<file path="src/pkg/phmc_regs.vh">
// register map, field positions and reset values of the highway config block
`ifndef PHMC_REGS_VH
`define PHMC_REGS_VH
// register addresses, demultiplexed and multiplexed form
`define PHMC_DMX_HIGHWAY_MODE 8'h10
`define PHMC_MUX_HIGHWAY_MODE 8'h20
`define PHMC_DMX_FRAME_LENGTH 8'h11
`define PHMC_MUX_FRAME_LENGTH 8'h22
`define PHMC_DMX_CLOCK_SHIFT 8'h14
`define PHMC_MUX_CLOCK_SHIFT 8'h28
`define PHMC_DMX_STATUS 8'h1F
`define PHMC_MUX_STATUS 8'h3E
`define PHMC_DMX_GLOBAL_MODE 8'h3F
`define PHMC_MUX_GLOBAL_MODE 8'h7E
// reset values
`define PHMC_RST_HIGHWAY_MODE 8'h00
`define PHMC_RST_FRAME_LENGTH 8'hFF
`define PHMC_RST_CLOCK_SHIFT 8'h00
`define PHMC_RST_GLOBAL_LOW 2'h3
// highway mode register fields
`define PHMC_HM_LAYOUT_HI 7
`define PHMC_HM_LAYOUT_LO 6
`define PHMC_HM_RATE 5
`define PHMC_HM_SYNC 4
`define PHMC_HM_AIS_HI 3
`define PHMC_HM_AIS_LO 2
`define PHMC_HM_CMP_UP 1
`define PHMC_HM_CMP_LO 0
// clock shift register fields
`define PHMC_CS_DOUBLE_RATE_SHIFT 7
`define PHMC_CS_DRE 4
`define PHMC_CS_OUTPUT_EXTRA_DELAY 3
`define PHMC_CS_URE 0
// global mode register fields
`define PHMC_GM_SPECIAL 1
`define PHMC_GM_DEMUX 0
// port layout codes
`define PHMC_LAYOUT_QUAD 2'h0
`define PHMC_LAYOUT_DUAL 2'h1
`define PHMC_LAYOUT_SINGLE 2'h2
`define PHMC_LAYOUT_DUAL_B 2'h3
// data rate stepping in kbit/s per layout
`define PHMC_STEP_QUAD 11'h100
`define PHMC_STEP_DUAL 11'h200
`define PHMC_STEP_SINGLE 11'h400
`endif

</file>
<file path="src/rtl/phmc_sync3.v">
// three-stage input synchroniser with agreement filter
module phmc_sync3
(
   input wire i_clk,
   input wire i_rst_b,
   input wire i_din,
   output reg o_level
);
   reg s1_q;
   reg s2_q;
   reg s3_q;

   // only s2 reads s1; level moves once s2 and s3 agree
   always @(posedge i_clk)
   begin
      if (!i_rst_b)
      begin
         s1_q <= 1'b0;
         s2_q <= 1'b0;
         s3_q <= 1'b0;
         o_level <= 1'b0;
      end
      else
      begin
         s1_q <= i_din;
         s2_q <= s1_q;
         s3_q <= s2_q;
         if (s2_q == s3_q)
            o_level <= s3_q;
      end
   end
endmodule

</file>
<file path="src/rtl/phmc_top.v">
// highway mode configuration: registers, sync, pin mapping, frame check
// Functional notes
// - decode layout field into port count and rate stepping
// - rate bit 0 bit per clock, 1 bit per two clocks when special bit is 1
// - frame starts on rising frame sync sampled by data clock
// - sync bit 0 samples on falling edge, start at next rise
// - sync bit 1 samples on rising edge, start at same edge
// - quad layout maps pins straight; dual layouts select rx by alt bits
// - dual tristates second tx; dual_b mirrors; single uses upper select
// - upper compare enable compares rx of ports 2 and 3
// - lower compare enable compares rx of ports 0 and 1
// - comparison in every layout; switch-over only outside quad layout
// - frame length field meaning depends on the layout
// - frame length checks sync period; field resets to all ones
// - special bit 0 allows 2.048 Mbit/s with 2.048 MHz clock
// - special mode shifts on rising clock edges only; both edges otherwise
// - address option 0 accepts demux addresses in mux bus mode
// - global mode reads revision in upper nibble, bits 3:2 high
// - downstream edge bit picks rising or falling sample edge
// - upstream edge bit picks rising or falling transmit edge
// - each shift option adds one clock of output delay in special mode, half a clock otherwise
`include "phmc_regs.vh"
module phmc_top
#(
   parameter [3:0] REVISION = 4'h5 // arbitrary neutral value
)
(
   input wire i_clk,
   input wire i_rst_b,
   input wire i_mux_bus,
   input wire i_wr,
   input wire i_rd,
   input wire [7:0] i_addr,
   input wire [7:0] i_wdata,
   output reg [7:0] o_rdata,
   output reg o_rdata_valid,
   input wire i_data_clock,
   input wire i_frame_sync,
   input wire [3:0] i_rx_pin,
   input wire [3:0] i_tx_data,
   input wire [3:0] i_tx_valid,
   output reg [3:0] o_tx_pin,
   output reg [3:0] o_tx_oe_b,
   output reg [3:0] o_tristate_ctrl,
   output reg [3:0] o_rx_data,
   output reg o_rx_strobe,
   output reg o_frame_start,
   output reg o_frame_err,
   output reg [1:0] o_cmp_mismatch,
   output reg [2:0] o_port_count,
   output reg [10:0] o_rate_step
);
   reg [7:0] highway_mode_q;
   reg [7:0] frame_length_q;
   reg [7:0] clock_shift_q;
   reg [1:0] global_low_q;
   reg [2:0] status_q;
   reg pdc_prev_q;
   reg phase_q;
   reg pfs_smp_q;
   reg start_pend_q;
   reg [10:0] bit_cnt_q;
   reg armed_q;
   reg [3:0] rx_dly_q;
   reg [3:0] tx_st1_q;
   reg [3:0] tx_st2_q;
   wire pdc_lvl;
   wire pfs_lvl;
   wire [3:0] rx_lvl;
   wire [1:0] layout = highway_mode_q[`PHMC_HM_LAYOUT_HI:`PHMC_HM_LAYOUT_LO];
   wire [1:0] alt_input_sel =
      highway_mode_q[`PHMC_HM_AIS_HI:`PHMC_HM_AIS_LO];
   wire clock_rate_sel = highway_mode_q[`PHMC_HM_RATE];
   wire sync_edge_sel = highway_mode_q[`PHMC_HM_SYNC];
   wire compare_upper_en = highway_mode_q[`PHMC_HM_CMP_UP];
   wire compare_lower_en = highway_mode_q[`PHMC_HM_CMP_LO];
   wire special_rate_mode = global_low_q[`PHMC_GM_SPECIAL];
   wire demux_addr_option = global_low_q[`PHMC_GM_DEMUX];
   wire down_sample_edge = clock_shift_q[`PHMC_CS_DRE];
   wire up_transmit_edge = clock_shift_q[`PHMC_CS_URE];
   wire double_rate_shift = clock_shift_q[`PHMC_CS_DOUBLE_RATE_SHIFT];
   wire output_extra_delay = clock_shift_q[`PHMC_CS_OUTPUT_EXTRA_DELAY];

   // pin inputs from the highway side pass the filtered synchroniser
   phmc_sync3 u_sync_pdc
   (
      .i_clk(i_clk),
      .i_rst_b(i_rst_b),
      .i_din(i_data_clock),
      .o_level(pdc_lvl)
   );

   phmc_sync3 u_sync_pfs
   (
      .i_clk(i_clk),
      .i_rst_b(i_rst_b),
      .i_din(i_frame_sync),
      .o_level(pfs_lvl)
   );

   genvar g;
   generate
      for (g = 0; g < 4; g = g + 1)
      begin : g_rx
         phmc_sync3 u_sync_rx
         (
            .i_clk(i_clk),
            .i_rst_b(i_rst_b),
            .i_din(i_rx_pin[g]),
            .o_level(rx_lvl[g])
         );
      end
   endgenerate

   // address decode; demux addresses also valid in mux mode when option 0
   wire dmx_ok = ~i_mux_bus | ~demux_addr_option;
   wire hit_hm = (dmx_ok && i_addr == `PHMC_DMX_HIGHWAY_MODE) ||
      (i_mux_bus && i_addr == `PHMC_MUX_HIGHWAY_MODE);
   wire hit_fl = (dmx_ok && i_addr == `PHMC_DMX_FRAME_LENGTH) ||
      (i_mux_bus && i_addr == `PHMC_MUX_FRAME_LENGTH);
   wire hit_cs = (dmx_ok && i_addr == `PHMC_DMX_CLOCK_SHIFT) ||
      (i_mux_bus && i_addr == `PHMC_MUX_CLOCK_SHIFT);
   wire hit_st = (dmx_ok && i_addr == `PHMC_DMX_STATUS) ||
      (i_mux_bus && i_addr == `PHMC_MUX_STATUS);
   wire hit_gm = (dmx_ok && i_addr == `PHMC_DMX_GLOBAL_MODE) ||
      (i_mux_bus && i_addr == `PHMC_MUX_GLOBAL_MODE);

   // edges of the synchronised data clock
   wire pdc_rise = pdc_lvl & ~pdc_prev_q;
   wire pdc_fall = ~pdc_lvl & pdc_prev_q;
   // double clock rate takes every second rise in special mode only; otherwise 1:1
   wire dbl = clock_rate_sel & special_rate_mode;
   wire bit_en = ~dbl | phase_q;
   // shift stages step per clock in special mode, or per half clock otherwise
   wire shift_tick = special_rate_mode ? pdc_rise :
      (pdc_rise | pdc_fall);
   wire smp_edge = sync_edge_sel ? pdc_rise : pdc_fall;
   wire pfs_now = pfs_smp_q;
   // compare with the sample of the previous edge, so a long high is one rise
   wire pfs_new_rise = smp_edge & pfs_lvl & ~pfs_now;
   // start on this rise (sync 1) or the next rise after a fall sample
   wire frame_start = pdc_rise &
      ((sync_edge_sel & pfs_new_rise) |
      (~sync_edge_sel & start_pend_q));
   wire bit_tick = pdc_rise & (bit_en | frame_start);
   wire down_tick = (down_sample_edge ? pdc_rise : pdc_fall) &
      bit_en;
   wire up_tick = (up_transmit_edge ? pdc_rise : pdc_fall) &
      bit_en;

   // expected bits per frame from the length field by layout
   reg [10:0] exp_bits;
   always @*
   begin
      case (layout)
         `PHMC_LAYOUT_QUAD:
            exp_bits = {3'h0, frame_length_q} + 11'h001;
         `PHMC_LAYOUT_SINGLE:
            exp_bits = {1'b0, frame_length_q, 2'h0} + 11'h004;
         default:
            exp_bits = {2'h0, frame_length_q, 1'b0} + 11'h002;
      endcase
   end

   // receive path: optional one-step delay, then logical mapping
   wire [3:0] rx_sel = double_rate_shift ? rx_dly_q : rx_lvl;
   reg [3:0] rx_log;
   always @*
   begin
      case (layout)
         `PHMC_LAYOUT_QUAD:
            rx_log = rx_sel;
         `PHMC_LAYOUT_SINGLE:
            rx_log = {3'h0, alt_input_sel[1] ? rx_sel[2] : rx_sel[3]};
         default:
            rx_log = {2'h0, alt_input_sel[1] ? rx_sel[2] : rx_sel[3],
               alt_input_sel[0] ? rx_sel[0] : rx_sel[1]};
      endcase
   end

   // bit by bit comparison of redundant pairs, in every layout
   wire miss_lo = down_tick & compare_lower_en &
      (rx_sel[0] ^ rx_sel[1]);
   wire miss_up = down_tick & compare_upper_en &
      (rx_sel[2] ^ rx_sel[3]);
   wire period_bad = frame_start & armed_q &
      (bit_cnt_q != exp_bits);

   // transmit path: zero, one or two delay stages
   wire [3:0] tx_sel = (double_rate_shift & output_extra_delay) ?
      tx_st2_q : ((double_rate_shift | output_extra_delay) ?
      tx_st1_q : i_tx_data);

   // physical transmit pins, enables and tristate controls
   reg [3:0] tx_phy;
   reg [3:0] oe_b_phy;
   reg [3:0] tsc_phy;
   always @*
   begin
      case (layout)
         `PHMC_LAYOUT_QUAD:
         begin
            tx_phy = tx_sel;
            oe_b_phy = 4'h0;
            tsc_phy = i_tx_valid;
         end
         `PHMC_LAYOUT_DUAL:
         begin
            tx_phy = {1'b0, tx_sel[1], 1'b0, tx_sel[0]};
            oe_b_phy = 4'hA;
            tsc_phy = {alt_input_sel[1], i_tx_valid[1],
               alt_input_sel[0], i_tx_valid[0]};
         end
         `PHMC_LAYOUT_SINGLE:
         begin
            // pin 2 is undefined here; kept off the wire
            tx_phy = {3'h0, tx_sel[0]};
            oe_b_phy = 4'hE;
            tsc_phy = {alt_input_sel[1], 1'b0, alt_input_sel[0],
               i_tx_valid[0]};
         end
         default:
         begin
            tx_phy = {tx_sel[1], tx_sel[1], tx_sel[0], tx_sel[0]};
            oe_b_phy = 4'h0;
            tsc_phy = {i_tx_valid[1], i_tx_valid[1], i_tx_valid[0],
               i_tx_valid[0]};
         end
      endcase
   end

   // register file writes
   always @(posedge i_clk)
   begin
      if (!i_rst_b)
      begin
         highway_mode_q <= `PHMC_RST_HIGHWAY_MODE;
         frame_length_q <= `PHMC_RST_FRAME_LENGTH;
         clock_shift_q <= `PHMC_RST_CLOCK_SHIFT;
         global_low_q <= `PHMC_RST_GLOBAL_LOW;
      end
      else if (i_wr)
      begin
         if (hit_hm)
            highway_mode_q <= i_wdata;
         else if (hit_fl)
            frame_length_q <= i_wdata;
         else if (hit_cs)
            clock_shift_q <= i_wdata;
         else if (hit_gm)
            global_low_q <= i_wdata[1:0];
      end
   end

   // read data is registered; unmapped addresses return zero
   always @(posedge i_clk)
   begin
      if (!i_rst_b)
      begin
         o_rdata <= 8'h00;
         o_rdata_valid <= 1'b0;
      end
      else
      begin
         o_rdata_valid <= i_rd;
         if (i_rd)
         begin
            if (hit_hm)
               o_rdata <= highway_mode_q;
            else if (hit_fl)
               o_rdata <= frame_length_q;
            else if (hit_cs)
               o_rdata <= clock_shift_q;
            else if (hit_st)
               o_rdata <= {5'h00, status_q};
            else if (hit_gm)
               o_rdata <= {REVISION, 2'h3, global_low_q};
            else
               o_rdata <= 8'h00;
         end
      end
   end

   // sticky status, cleared by read; a new event wins over the clear
   always @(posedge i_clk)
   begin
      if (!i_rst_b)
         status_q <= 3'h0;
      else
         status_q <= ((i_rd & hit_st) ? 3'h0 : status_q) |
            {miss_up, miss_lo, period_bad};
   end

   // frame sync sampling and internal frame start
   always @(posedge i_clk)
   begin
      if (!i_rst_b)
      begin
         pdc_prev_q <= 1'b0;
         pfs_smp_q <= 1'b0;
         start_pend_q <= 1'b0;
      end
      else
      begin
         pdc_prev_q <= pdc_lvl;
         if (smp_edge)
            pfs_smp_q <= pfs_lvl;
         // a pending start waits only for the next rising edge
         if (frame_start)
            start_pend_q <= 1'b0;
         else if (~sync_edge_sel & pfs_new_rise)
            start_pend_q <= 1'b1;
      end
   end

   // bit phase and frame period counter
   always @(posedge i_clk)
   begin
      if (!i_rst_b)
      begin
         phase_q <= 1'b1;
         bit_cnt_q <= 11'h000;
         armed_q <= 1'b0;
      end
      else
      begin
         // frame start forces bit alignment in double clock rate
         if (frame_start)
            phase_q <= 1'b0;
         else if (pdc_rise)
            phase_q <= ~phase_q;
         if (frame_start)
         begin
            bit_cnt_q <= 11'h001;
            armed_q <= 1'b1;
         end
         else if (bit_tick && bit_cnt_q != 11'h7FF)
            bit_cnt_q <= bit_cnt_q + 11'h001;
      end
   end

   // data delay stages on the shift clock
   always @(posedge i_clk)
   begin
      if (!i_rst_b)
      begin
         rx_dly_q <= 4'h0;
         tx_st1_q <= 4'h0;
         tx_st2_q <= 4'h0;
      end
      else if (shift_tick)
      begin
         rx_dly_q <= rx_lvl;
         tx_st1_q <= i_tx_data;
         tx_st2_q <= tx_st1_q;
      end
   end

   // receive outputs and status outputs
   always @(posedge i_clk)
   begin
      if (!i_rst_b)
      begin
         o_rx_data <= 4'h0;
         o_rx_strobe <= 1'b0;
         o_frame_start <= 1'b0;
         o_frame_err <= 1'b0;
         o_cmp_mismatch <= 2'h0;
      end
      else
      begin
         o_rx_strobe <= down_tick;
         if (down_tick)
            o_rx_data <= rx_log;
         o_frame_start <= frame_start;
         o_frame_err <= status_q[0] | period_bad;
         o_cmp_mismatch <= status_q[2:1] | {miss_up, miss_lo};
      end
   end

   // transmit pins change on the upstream edge; controls follow config
   always @(posedge i_clk)
   begin
      if (!i_rst_b)
      begin
         o_tx_pin <= 4'h0;
         o_tx_oe_b <= 4'hF;
         o_tristate_ctrl <= 4'h0;
      end
      else
      begin
         if (up_tick)
            o_tx_pin <= tx_phy;
         o_tx_oe_b <= oe_b_phy;
         o_tristate_ctrl <= tsc_phy;
      end
   end

   // layout decode for the switching logic
   always @(posedge i_clk)
   begin
      if (!i_rst_b)
      begin
         o_port_count <= 3'h4;
         o_rate_step <= `PHMC_STEP_QUAD;
      end
      else
      begin
         case (layout)
            `PHMC_LAYOUT_QUAD:
            begin
               o_port_count <= 3'h4;
               o_rate_step <= `PHMC_STEP_QUAD;
            end
            `PHMC_LAYOUT_SINGLE:
            begin
               o_port_count <= 3'h1;
               o_rate_step <= `PHMC_STEP_SINGLE;
            end
            default:
            begin
               o_port_count <= 3'h2;
               o_rate_step <= `PHMC_STEP_DUAL;
            end
         endcase
      end
   end
endmodule

</file>
<file path="config.mk">
export PLATFORM = sky130hd
export DESIGN_NAME = phmc_top
export DESIGN_NICKNAME = d
export VERILOG_FILES = /design/src/rtl/phmc_sync3.v /design/src/rtl/phmc_top.v
export VERILOG_INCLUDE_DIRS = /design/src /design/src/pkg
export SDC_FILE = /design/constraint.sdc
export NUM_CORES = 1
export LEC_CHECK = 0
export BUFFER_PORTS_ARGS = -buffer_cell sky130_fd_sc_hd__buf_2
export CAP_MARGIN = 20
export CORE_MARGIN = 2
export CORE_UTILIZATION = 42
export CTS_BUF_LIST = sky130_fd_sc_hd__clkbuf_4
export DETAILED_ROUTE_END_ITERATION = 10
export PLACE_DENSITY = 0.64
export SLEW_MARGIN = 20
export SYNTH_ARGS = -nofsm -noshare
export SYNTH_HDL_FRONTEND = slang
export SYNTH_SLANG_ARGS = --single-unit
</file>
<file path="constraint.sdc">
create_clock -name i_clk -period 2.8 [get_ports i_clk]
set_input_delay 0.42 -clock i_clk [delete_from_list [all_inputs] [get_ports i_clk]]
set_output_delay 0.42 -clock i_clk [all_outputs]
set_load 0.05 [all_outputs]
</file>
* Yosys cells after proc, flatten, opt, wreduce, memory -nomap -nowiden
Cells that the tools add are included.
** Word-level totals
- Register bits after elaboration :: 125
- Latch bits :: 0
- RAM bits :: 0
- Memory bits (read-only) :: 0
- Output and inout port bits :: 44
- Memories kept :: 0
** Operators by class
- Add/subtract/negate cells :: 4
- Multiply operators :: 0
- Div/mod/pow operators :: 0
- Order comparisons :: 0
- Eq/ne operators :: 20
- Shifts and indexed selects :: 0
- Multiplexer cells :: 26
- Bitwise operators :: 43
- Reduce and logical (&&, ||, !) cells :: 24
** Operators by type and width (number)
- $pmux W11 S2 :: 2
- $eq A8 B6 Y1 const B :: 5
- $eq A8 B5 Y1 const B :: 4
- $mux W8 :: 3
- $pmux W4 S3 :: 2
- $and A1 B1 Y1 :: 20
- $pmux W4 S2 :: 2
- $mux W7 :: 2
- $mux W4 :: 3
- $not A1 Y1 :: 12
- $add A10 B3 Y11 const B :: 1
- $add A11 B1 Y11 const B :: 1
- $logic_and A1 B1 Y1 :: 11
- $ne A11 B11 Y1 :: 1
- $ne A11 B11 Y1 const B :: 1
- $add A9 B2 Y10 const B :: 1
- $mux W1 :: 10
- $add A8 B1 Y9 const B :: 1
- $eq A8 B7 Y1 const B :: 1
- $or A1 B1 Y1 :: 7
- $eq A1 B1 Y1 :: 6
- $pmux W3 S2 :: 1
- $logic_or A1 B1 Y1 :: 5
- $reduce_and A5 Y1 :: 1
- 12 further kinds :: 14

* Logic depth before layout (Yosys ltp)
Gate-level depths: netlist of run 1.
- Depth after elaboration :: 13
- Mapped depth :: 11

* Modules after synthesis
From an unflattened synthesis of run 1, not the netlist that was laid out.
** Unflattened totals
- Cells, all modules :: 600
- Area total of the unflattened synthesis :: 5306.3 µm²
** Modules (own cells, without submodules)
- phmc_top :: instances 1, cells an instance 540, area an instance 4608.2 µm², sequential area each 1781.7 µm²
- phmc_sync3 :: instances 6, cells an instance 10, area an instance 116.4 µm², sequential area each 80.1 µm²

* Worst setup path before layout of run 1
Ideal clock, no wire load.
- Path type :: register to register
- Start point :: register highway_mode_q[6]
- End point :: register status_q[0]
- Setup time :: 116 ps
- Arrival time :: 2078 ps
- Required time :: 2684 ps
- Slack :: 606 ps
- Stages on the path, launching flop included :: 11
- Buffers on the path :: 1
- Clock period less this slack :: 2194 ps
- Path through :: dfxtp_1 -> inv_1 -> ha_1 -> buf_2 -> or4b_1 -> mux2i_1 -> nor4_2 -> xnor2_1 -> a211oi_2 -> a31oi_1 -> a31o_1
** On the way
- Word-level cells in the longest chain between the ends :: 5
- Elaborated cells on any way between the ends :: 6
- Classes of those cells :: eq/ne: 2; mux: 1; bitwise: 2; reduce/logical: 1
** RTL lines
- from (decl) :: RTL line phmc_top.v:53 : reg [7:0] highway_mode_q;
- from (signal assigned) :: RTL line phmc_top.v:237 : highway_mode_q <= `PHMC_RST_HIGHWAY_MODE;
- from (signal assigned) :: RTL line phmc_top.v:245 : highway_mode_q <= i_wdata;
- $eq A2 B2 Y1 or $logic_not A2 Y1 (tied branches) :: RTL line phmc_top.v:155 : case (layout)
- $pmux W11 S2 (*) :: RTL line phmc_top.v:155
- $ne A11 B11 Y1 (*) :: RTL line phmc_top.v:187 : (bit_cnt_q != exp_bits);
- $and A1 B1 Y1 (*) :: RTL line phmc_top.v:186 : wire period_bad = frame_start & armed_q &
- $or A3 B3 Y3 (*) :: RTL line phmc_top.v:290 : status_q <= ((i_rd & hit_st) ? 3'h0 : status_q) |
- to (signal assigned) :: RTL line phmc_top.v:290
- to (decl) :: RTL line phmc_top.v:57 : reg [2:0] status_q;
Mark *: on every way between the ends. The rest lies on a longest branch, timed or not.
A chain may end at the register's enable or synchronous reset.

* Worst setup path after layout of run 1
- Start point :: register frame_length_q[1]
- End point :: register status_q[0]
** On the way
- Word-level cells in the longest chain between the ends :: 5
- Elaborated cells on any way between the ends :: 7
- Classes of those cells :: add/sub: 3; eq/ne: 1; mux: 1; bitwise: 2
** RTL lines
- from (decl) :: RTL line phmc_top.v:54 : reg [7:0] frame_length_q;
- from (signal assigned) :: RTL line phmc_top.v:238 : frame_length_q <= `PHMC_RST_FRAME_LENGTH;
- from (signal assigned) :: RTL line phmc_top.v:247 : frame_length_q <= i_wdata;
- $add A10 B3 Y11 (tied with other cells) :: RTL line phmc_top.v:159 : exp_bits = {1'b0, frame_length_q, 2'h0} + 11'h004;
- $pmux W11 S2 (*) :: RTL line phmc_top.v:155
- $ne A11 B11 Y1 (*) :: RTL line phmc_top.v:187
- $and A1 B1 Y1 (*) :: RTL line phmc_top.v:186
- $or A3 B3 Y3 (*) :: RTL line phmc_top.v:290
Marked as above.

==> results.json, run 1 <==
{
  "grt_overflow": 0,
  "num_vias": 4506,
  "place_congestion": 0.8702,
  "drv_slew": 0,
  "post_cts_buffers": 0,
  "setup_viol": 0,
  "max_stage_delay_ps": 490,
  "synth_cell_types": 64,
  "cp_num_cells": 8,
  "die-area_um2": 13470,
  "hold_viol_final": 0,
  "clk_latency_ps": 520,
  "fp.dieW_um": 116.1,
  "yosysSeqAreaShare": 0.4289,
  "grt_max_degree": 41,
  "ios": 79,
  "combPwrFrac": 0.065,
  "worstSetupEndpointType": "flop",
  "regArea_um2": 2262,
  "synth_area_um2": 5274,
  "timing.final.crit_share": 0.8849,
  "via_per_inst": 5.320,
  "cp.required_ps": 3220,
  "hold_class": "in2reg",
  "stdcell_area_um2": 5973,
  "synth.avg_cell_area_um2": 8.688,
  "antenna_found_initial": 0,
  "ir_drop_uv": 379.5,
  "cts_buffers": 17,
  "drv_cap": 0,
  "diodes": 0,
  "max_slew.worst_pin.slew_ps": 681.2,
  "post_drt_wl_per_cell_um": 14.94,
  "wl_mm": 12.66,
  "ys_warn_count": 0,
  "hold_depth": 2,
  "route.detailed.drc": 0,
  "numClockSinks": 113,
  "drtPass1Iterations": 5,
  "swShare": 0.2466,
  "switching_power_uw": 759.6,
  "placed_cell_area_um2": 5677,
  "h-tree-depth": 4,
  "seq_power_share": 0.531,
  "dr.first_iter.drc_count": 339,
  "n_fill_cell": 1192,
  "crit_chain": "ha_1, and3_1, xnor2_1, a22o_1, or3_1, a211oi_2, a31oi_1, a31o_1",
  "clockPowerShare": 0.404,
  "initial_core_util": 0.4354,
  "synth_edf_count": 0,
  "grt_usage": 0.2007,
  "hpwl_mm": 9.239,
  "status": "finished clean",
  "fp.dieH_um": 116.1,
  "multi_input_area_um2": 2735,
  "rows": 40,
  "root_buffer": "clkbuf_4",
  "cp_max_fo": 8,
  "max_freq_ghz": 0.4036,
  "synth_flop_cell": "dfxtp_1",
  "portBuffers": 70,
  "tns_ps": 0,
  "drive_gt1_frac": 0.1811,
  "period_needed_ps": 2478,
  "ant_nets": 0,
  "async_flop_share": 0,
  "tritoncts": "yes",
  "grt_pass1_vias": 4290,
  "slew-limit-headroom": 0.5447,
  "p_per_area_nw_per_um2": 515.7,
  "nets": 710,
  "syn_to_final_growth_pct": 13.26,
  "grt_pass1_wl_mm": 20.98,
  "crit_arrival_ps": 2900,
  "synth_seq_cells": 113,
  "p_int_mw": 2.321,
  "path_clk_slew_ps": 100,
  "p_leak_nw": 2.408,
  "skew_ps": 15.93,
  "critPathBufInv": 0,
  "path_delay_family": "compound AO/OA/AOI/OAI gates",
  "worstRegToRegCells": 8,
  "critical_path_class": "reg2reg",
  "grt_setup_unrepaired": "no",
  "synthCells": 607,
  "startpoint_type": "flop",
  "cp_slowest_cell": "dfxtp_1",
  "fp.coreArea_um2": 12110,
  "cts_buffer_depth": 2
}
power by group through the flow:
stage	registers (mW)	logic (mW)	clock network, mW
2_1_floorplan	1.71	0.109	0
3_3_place_gp	1.67	0.198	0
3_5_place_dp	1.67	0.200	0
4_1_cts	1.64	0.201	1.28
5_1_grt	1.64	0.216	1.37
6_report	1.64	0.201	1.24
stage by stage:
stage / hold slack [ps] / worst slack (ps) / std cells / utilization / power, mW
after global placement: 413.1 / 346.7 / 815 / 0.4687 / 1.871
after floorplan: 411.9 / 606.2 / 614 / - / 1.817
after detailed placement: 417.9 / 266.4 / 815 / 0.4687 / 1.874
after global routing: 49.70 / 179.3 / 847 / 0.4932 / 3.225
after CTS: 52.51 / 259.5 / 847 / 0.4928 / 3.116
final: 108.5 / 322.3 / 847 / 0.4932 / 3.080
metal layers:
layer | global-route usage | vias up | share of wire
li1 | - | 2251 | -
met1 | 0.2552 | 2110 | 0.45
met2 | 0.3279 | 125 | 0.48
met3 | 0.05701 | 20 | 0.049
met4 | 0.06984 | 0 | 0.017
met5 | 0 | - | 0
state kept, by name, indices dropped and copies added, names as in the netlist, 8 cells and up:
signal / cells
bit_cnt_q: 11
frame_length_q: 8
clock_shift_q: 8
highway_mode_q: 8
o_rdata: 8
path summary, 6_finish.rpt:
kind | start | endpoint | slack, ps
max | frame_length_q[1] | status_q[0] | 320
min | i_rx_pin[1] | g_rx[1].u_sync_rx.s1_q | 110
max reg2reg | frame_length_q[1] | status_q[0] | 320
min reg2reg | g_rx[2].u_sync_rx.s1_q | g_rx[2].u_sync_rx.s2_q | 440
layout by cell type (no fill, tap or decap), types with 6 or more instances in the layout:
master / netlist / routed
and2_1: 25 / 25
clkbuf_4: 0 / 20
xnor2_1: 12 / 12
nor2b_1: 7 / 7
buf_2: 9 / 70
a21oi_1: 44 / 44
nand2b_1: 8 / 8
a222oi_1: 6 / 6
nand3_1: 34 / 34
xor2_1: 10 / 10
buf_4: 16 / 9
conb_1: 1 / 8
a31oi_1: 7 / 7
nor3_1: 7 / 7
ha_1: 9 / 7
nor4_1: 6 / 6
and3_1: 6 / 6
dfxtp_1: 113 / 113
nand4_1: 6 / 6
mux2i_1: 30 / 30
o21ai_0: 19 / 19
nand2_1: 52 / 52
inv_1: 14 / 14
nor2_1: 69 / 69
cells in the mapped netlist, types with 10 or more instances:
| master | n | area share |
|---|---|---|
| clkbuf_1 | 20 | 0.014 |
| buf_4 | 16 | 0.023 |
| inv_1 | 14 | 0.010 |
| xor2_1 | 10 | 0.017 |
| nand3_1 | 34 | 0.032 |
| a21oi_1 | 44 | 0.042 |
| nand2_1 | 52 | 0.037 |
| mux2i_1 | 30 | 0.057 |
| nor2_1 | 69 | 0.049 |
| dfxtp_1 | 113 | 0.43 |
| o21ai_0 | 19 | 0.018 |
| and2_1 | 25 | 0.030 |
| xnor2_1 | 12 | 0.020 |
cell type report:
type	instances	area share
inverters	15	0.009426
multi-input cells	440	0.4579
flip-flops and latches	113	0.3787
clock buffers	20	0.02514
clock inverters	12	0.02367
repair buffers	79	0.06996
well taps	168	0.03519
timing repair:
item	CTS	global route
gates resized for setup	0	2
endpoints found under the setup margin	0	1
hold buffers	0	0
kinds of logic (layout without fill, tap and decap cells):
| kind of cell | Yosys count | in the layout | share of synthesized area |
|---|---|---|---|
| AO/OA/AOI/OAI | 123 | 123 | 0.1571 |
| XOR/XNOR | 22 | 22 | 0.03654 |
| adder cells (fa/ha/maj) | 9 | 9 | 0.02135 |
| buffers and inverters | 61 | 126 | 0.05836 |
| flip-flops | 113 | 113 | 0.4289 |
| multiplexers | 32 | 32 | 0.06121 |
| other | 1 | 8 | 0.0007111 |
| AND/OR/NAND/NOR | 246 | 246 | 0.2358 |
(Power assumes the default switching activity.)
==> run 2: changes to the inputs <==
Settings changed: ABC_AREA from default to 1, RECOVER_POWER from default to 50.
==> results.json, run 2 <==
{
  "post_cts_buffers": 0,
  "yosys.area.top_type": "dfxtp_1",
  "hold_class": "in2reg",
  "p_per_area_nw_per_um2": 485.0,
  "p_int_mw": 2.127,
  "path_clk_slew_ps": 110,
  "yosysSeqAreaShare": 0.4148,
  "drive_gt1_frac": 0.1196,
  "fp.coreArea_um2": 12670,
  "clockPowerShare": 0.373,
  "diodes": 0,
  "largest_reg_flops": 11,
  "ant_nets": 0,
  "max_freq_ghz": 0.4278,
  "tns_ps": 0,
  "synth_flop_cell": "dfxtp_1",
  "route.detailed.drc": 0,
  "rows": 41,
  "synth_edf_count": 0,
  "ctsResizeCount": 0,
  "synthTopCellsByArea": "dfxtp_1 41%, nand2_1 13%, inv_1 8.4%",
  "startpoint_type": "flop",
  "switching_power_uw": 832.5,
  "syn_to_final_growth_pct": 11.88,
  "h-tree-depth": 4,
  "portBuffers": 70,
  "async_flop_share": 0,
  "synth_common_cells": "184 x nand2_1, 122 x inv_1, 113 x dfxtp_1, 75 x a21oi_1, 65 x o21ai_0",
  "fp.dieW_um": 118.0,
  "slew-limit-headroom": 0.1028,
  "worstSetupEndpointType": "flop",
  "max_slew.worst_pin.slew_ps": 1346,
  "hold_viol_final": 0,
  "drv_cap": 0,
  "ys_warn_count": 0,
  "timing.final.crit_share": 0.8348,
  "netlist.area_leader.share": 0.4148,
  "crit_arrival_ps": 2730,
  "synth_seq_cells": 113,
  "die-area_um2": 13910,
  "num_vias": 5046,
  "cp_max_fo": 12,
  "synth.avg_cell_area_um2": 6.992,
  "root_buffer": "clkbuf_4",
  "grt_pass1_vias": 4631,
  "p_leak_nw": 2.940,
  "initial_core_util": 0.4304,
  "combPwrFrac": 0.073,
  "skew_ps": 9.981,
  "status": "finished clean",
  "wl_mm": 13.15,
  "synth_cell_types": 38,
  "drv_slew": 0,
  "cp.required_ps": 3200,
  "grt_usage": 0.2010,
  "fp.dieH_um": 118.0,
  "antenna_found_initial": 0,
  "holdWs_ps": 48.61,
  "post_drt_wl_per_cell_um": 12.73,
  "seq_power_share": 0.554,
  "numClockSinks": 113,
  "final_common_cell": "nand2_1",
  "ir_drop_uv": 365.6,
  "dr.first_iter.drc_count": 313,
  "hold_buffers": 0,
  "grt_setup_unrepaired": "no",
  "grt_pass1_wl_mm": 22.29,
  "grt_overflow": 0,
  "synth_area_um2": 5454,
  "design_power_total_mw": 2.959,
  "nets": 892,
  "tritoncts": "yes",
  "place_congestion": 0.9320,
  "period_needed_ps": 2337,
  "swShare": 0.2813,
  "critical_path_class": "reg2reg",
  "n_fill_cell": 1342,
  "synthCells": 780,
  "via_per_inst": 4.885,
  "setup_viol": 0,
  "drtPass1Iterations": 5,
  "cts_buffer_depth": 2,
  "hpwl_mm": 9.821,
  "ios": 79,
  "cts_buffers": 17,
  "regMostFlops": "bit_cnt_q",
  "final_cell_mix": "185 x nand2_1, 122 x inv_1, 113 x dfxtp_1, 75 x a21oi_1, 66 x o21ai_0",
  "grt_max_degree": 76,
  "clk_latency_ps": 540,
  "post-synth-top-count-cell": "nand2_1"
}
==> run 2: cell types whose count changed in the layout (fill, tap and decap cells not counted), sizes merged, moves of 12 or more <==
cell    before  now
mux2i       30    0
clkbuf      20   41
inv         15  127
and2        25    0
nand2       52  190
xnor2       12    0
nand3       34   57
buf         79   52
o21ai       20   72
a21oi       44   76
nor2        70   45
==> run 2: stage by stage <==
step                instances  cell area (um2)  setup WS (ps)    util
floorplan                 787             5480           1068       -
global placement         1001             5901          646.5  0.4657
detailed placement       1001             5901          537.8  0.4657
CTS                      1033             6151          521.5  0.4854
global route             1033             6102          164.4  0.4816
finish                   1033             6102          462.6  0.4816
==> run 2: power groups by stage <==
stage,combinational [mW],sequential (mW),clock (mW)
6_report,0.216,1.64,1.10
5_1_grt,0.241,1.64,1.21
4_1_cts,0.220,1.64,1.13
3_5_place_dp,0.220,1.68,0
3_3_place_gp,0.219,1.68,0
2_1_floorplan,0.133,1.70,0
==> run 2: final timing paths <==
kind / endpoint / depth (start not counted) / start / slack [ps]
worst max-delay path: o_frame_err / 14 / highway_mode_q[6] / 460
worst max register to register: o_frame_err / 14 / highway_mode_q[6] / 460
worst min-delay path: u_sync_pfs.s1_q / 3 / i_frame_sync / 50
worst min register to register: g_rx[0].u_sync_rx.s2_q / 2 / g_rx[0].u_sync_rx.s1_q / 420
==> run 2: cells by family (layout without fill, tap and decap cells) <==
| family | Yosys count | count (layout) | share of synthesized area |
|---|---|---|---|
| compound gates | 180 | 180 | 0.1867 |
| fa+ha+maj | 9 | 9 | 0.02065 |
| buf+inv | 158 | 232 | 0.1195 |
| flops | 113 | 113 | 0.4148 |
| other cells | 1 | 8 | 0.0006876 |
| simple gates | 319 | 319 | 0.2576 |
==> run 2: per-layer routing <==
metal  global-route usage  wire length (um)  vias up  share of wire
li1                     -                 -     2653              -
met1               0.2629              6215     2221           0.47
met2               0.3089              5757      144           0.44
met3              0.05329               805       28          0.061
met4              0.09337               373        0          0.028
met5                    0                 0        -              0
==> run 2: critical path: stages, from the launching register on <==
cell,delay [ps]
dfxtp_1,430
inv_1,90
ha_1,340
nor2_1,400
nand2_1,130
nand3_1,110
nand2_1,50
nor2_1,90
nand3_1,80
nor2_1,90
nand2_1,50
nor2_1,100
nand3_1,70
nand2_1,90
a21oi_1,70
==> run 2: final cells by class <==
cell class                 instances  area (um2)  area share
clock inverter                    14       115.1     0.01886
timing repair buffer              75       355.3     0.05823
sequential                       113        2262      0.3707
clock buffer                      18       135.1     0.02214
multi-input combinational        516        2550      0.4179
tap                              172       215.2     0.03527
inverter                         125       469.2     0.07689
==> run 3: changes to the inputs <==
Settings changed: PLACE_DENSITY 0.64 to 0.66.
Clock period 2.8 ns to 2.1 ns, I/O delays scaled along.
==> results.json, run 3 (same netlist as run 2, synthesis figures left out) <==
{
  "status": "finished clean",
  "grt_usage": 0.2058,
  "final_common_cell": "nand2_1",
  "die-area_um2": 13910,
  "rows": 41,
  "critPathLaunch": "u_sync_pdc.o_level",
  "fp.dieH_um": 118.0,
  "path_clk_slew_ps": 100,
  "startpoint_type": "flop",
  "p_leak_nw": 3.164,
  "ir_drop_uv": 474.9,
  "cts_buffer_depth": 2,
  "numClockSinks": 113,
  "grt_max_degree": 76,
  "min_from": "i_tx_valid[3]",
  "max_slew.worst_pin.slew_ps": 688.5,
  "portBuffers": 70,
  "worstSetupEndpointType": "flop",
  "grt_pass1_vias": 4818,
  "initial_core_util": 0.4304,
  "fp.dieW_um": 118.0,
  "timing.final.crit_share": 0.9187,
  "drtPass1Iterations": 8,
  "ant_nets": 0,
  "crit_arrival_ps": 2360,
  "period_needed_ps": 1929,
  "holdWs_ps": 34.69,
  "via_per_inst": 4.902,
  "stdcell_area_um2": 6414,
  "wl_mm": 13.33,
  "drv_cap": 0,
  "regMostFlops": "bit_cnt_q",
  "post_cts_buffers": 0,
  "clk_latency_ps": 550,
  "setup_viol": 0,
  "nets": 910,
  "h-tree-depth": 4,
  "slew-limit-headroom": 0.5410,
  "grt_pass1_wl_mm": 23.05,
  "cp.required_ps": 2530,
  "post_drt_wl_per_cell_um": 12.69,
  "num_vias": 5152,
  "tritoncts": "yes",
  "skew_ps": 21.35,
  "root_buffer": "clkbuf_4",
  "drv_slew": 0,
  "diodes": 0,
  "hold_class": "in2reg",
  "place_congestion": 0.9131,
  "ios": 79,
  "hpwl_mm": 9.825,
  "final_cell_mix": "181 x nand2_1, 122 x inv_1, 111 x dfxtp_1, 75 x a21oi_1, 70 x buf_2",
  "max_freq_ghz": 0.5184,
  "drive_gt1_frac": 0.1718,
  "rr_startpoint": "u_sync_pdc.o_level",
  "grt_setup_unrepaired": "yes",
  "fp.coreArea_um2": 12670,
  "hold_viol_final": 0,
  "antenna_found_initial": 0,
  "dr.first_iter.drc_count": 316,
  "route.detailed.drc": 0,
  "largest_reg_flops": 11,
  "cp_max_fo": 8,
  "grt_overflow": 0,
  "critical_path_class": "reg2reg",
  "placed_cell_area_um2": 5976,
  "syn_to_final_growth_pct": 17.60,
  "cts_buffers": 17,
  "p_per_area_nw_per_um2": 674.3
}
==> run 3: cell count changes in the layout (fill, tap and decap cells not counted), sizes merged, moves of 3 or more <==
cell and change:
buf +33, clkbuf -19, dlygate4sd3 +8, bufinv +3, clkinvlp -3
==> run 3: path summary, 6_finish.rpt <==
kind / end / slack [ps] / cells past startpoint
setup / recovery: bit_cnt_q[4] / 170 / 13
hold / removal: o_tristate_ctrl[3] / 30 / 3
setup reg to reg: bit_cnt_q[4] / 170 / 13
hold reg to reg: u_sync_pdc.s2_q / 420 / 2
==> run 3: layer usage <==
metal	global-route usage	wire (um)	share of wire	up-vias
li1	-	-	-	2680
met1	0.2698	6338	0.48	2298
met2	0.3314	6024	0.45	158
met3	0.04893	805	0.060	16
met4	0.07078	163	0.012	0
met5	0	0	0	-
==> run 3: metrics by stage <==
step	std cells	TNS (ps)	utilization	total power [mW]	setup WS (ps)
3_5_place_dp	1011	0	0.4716	2.531	154.7
3_3_place_gp	1011	0	0.4716	2.530	224.7
6_report	1051	0	0.5062	4.325	170.8
2_1_floorplan	787	0	-	2.449	368.0
5_1_grt	1051	-13.02	0.5062	4.519	-10.07
4_1_cts	1051	0	0.5035	4.374	106.7
==> run 3: worst max-delay path, cell delays in order, from the launching register on <==
cell and delay (ps):
dfxtp_2 350, inv_1 60, ha_1 160, inv_1 60, o21ai_2 160, nand3_2 100, nand2_2 80, nand2_4 80
o21ai_4 80, nand2_4 110, nor3_4 280, nand2_1 110, o21ai_1 130, a21oi_1 50
==> run 3: what timing repair did <==
action / CTS / global route
resized for setup: 0 / 13
hold buffers: 8 / 0
endpoints found under the hold margin: 8 / 0
setup endpoints to repair: 0 / 3
==> run 3: cell type report <==
type	count	area (um2)
fill	1277	6257
multi-input combinational	516	2590
sequential	113	2265
timing repair buffer	93	550.5
inverter	125	469.2
tap	172	215.2
clock buffer	22	165.2
clock inverter	10	158.9
==> run 3: report_power, final <==
| group | total [mW] | internal [mW] | switching, mW |
|---|---|---|---|
| Sequential | 2.19 | 2.17 | 0.0139 |
| Clock | 1.83 | 1.01 | 0.822 |
| Combinational | 0.308 | 0.0888 | 0.220 |
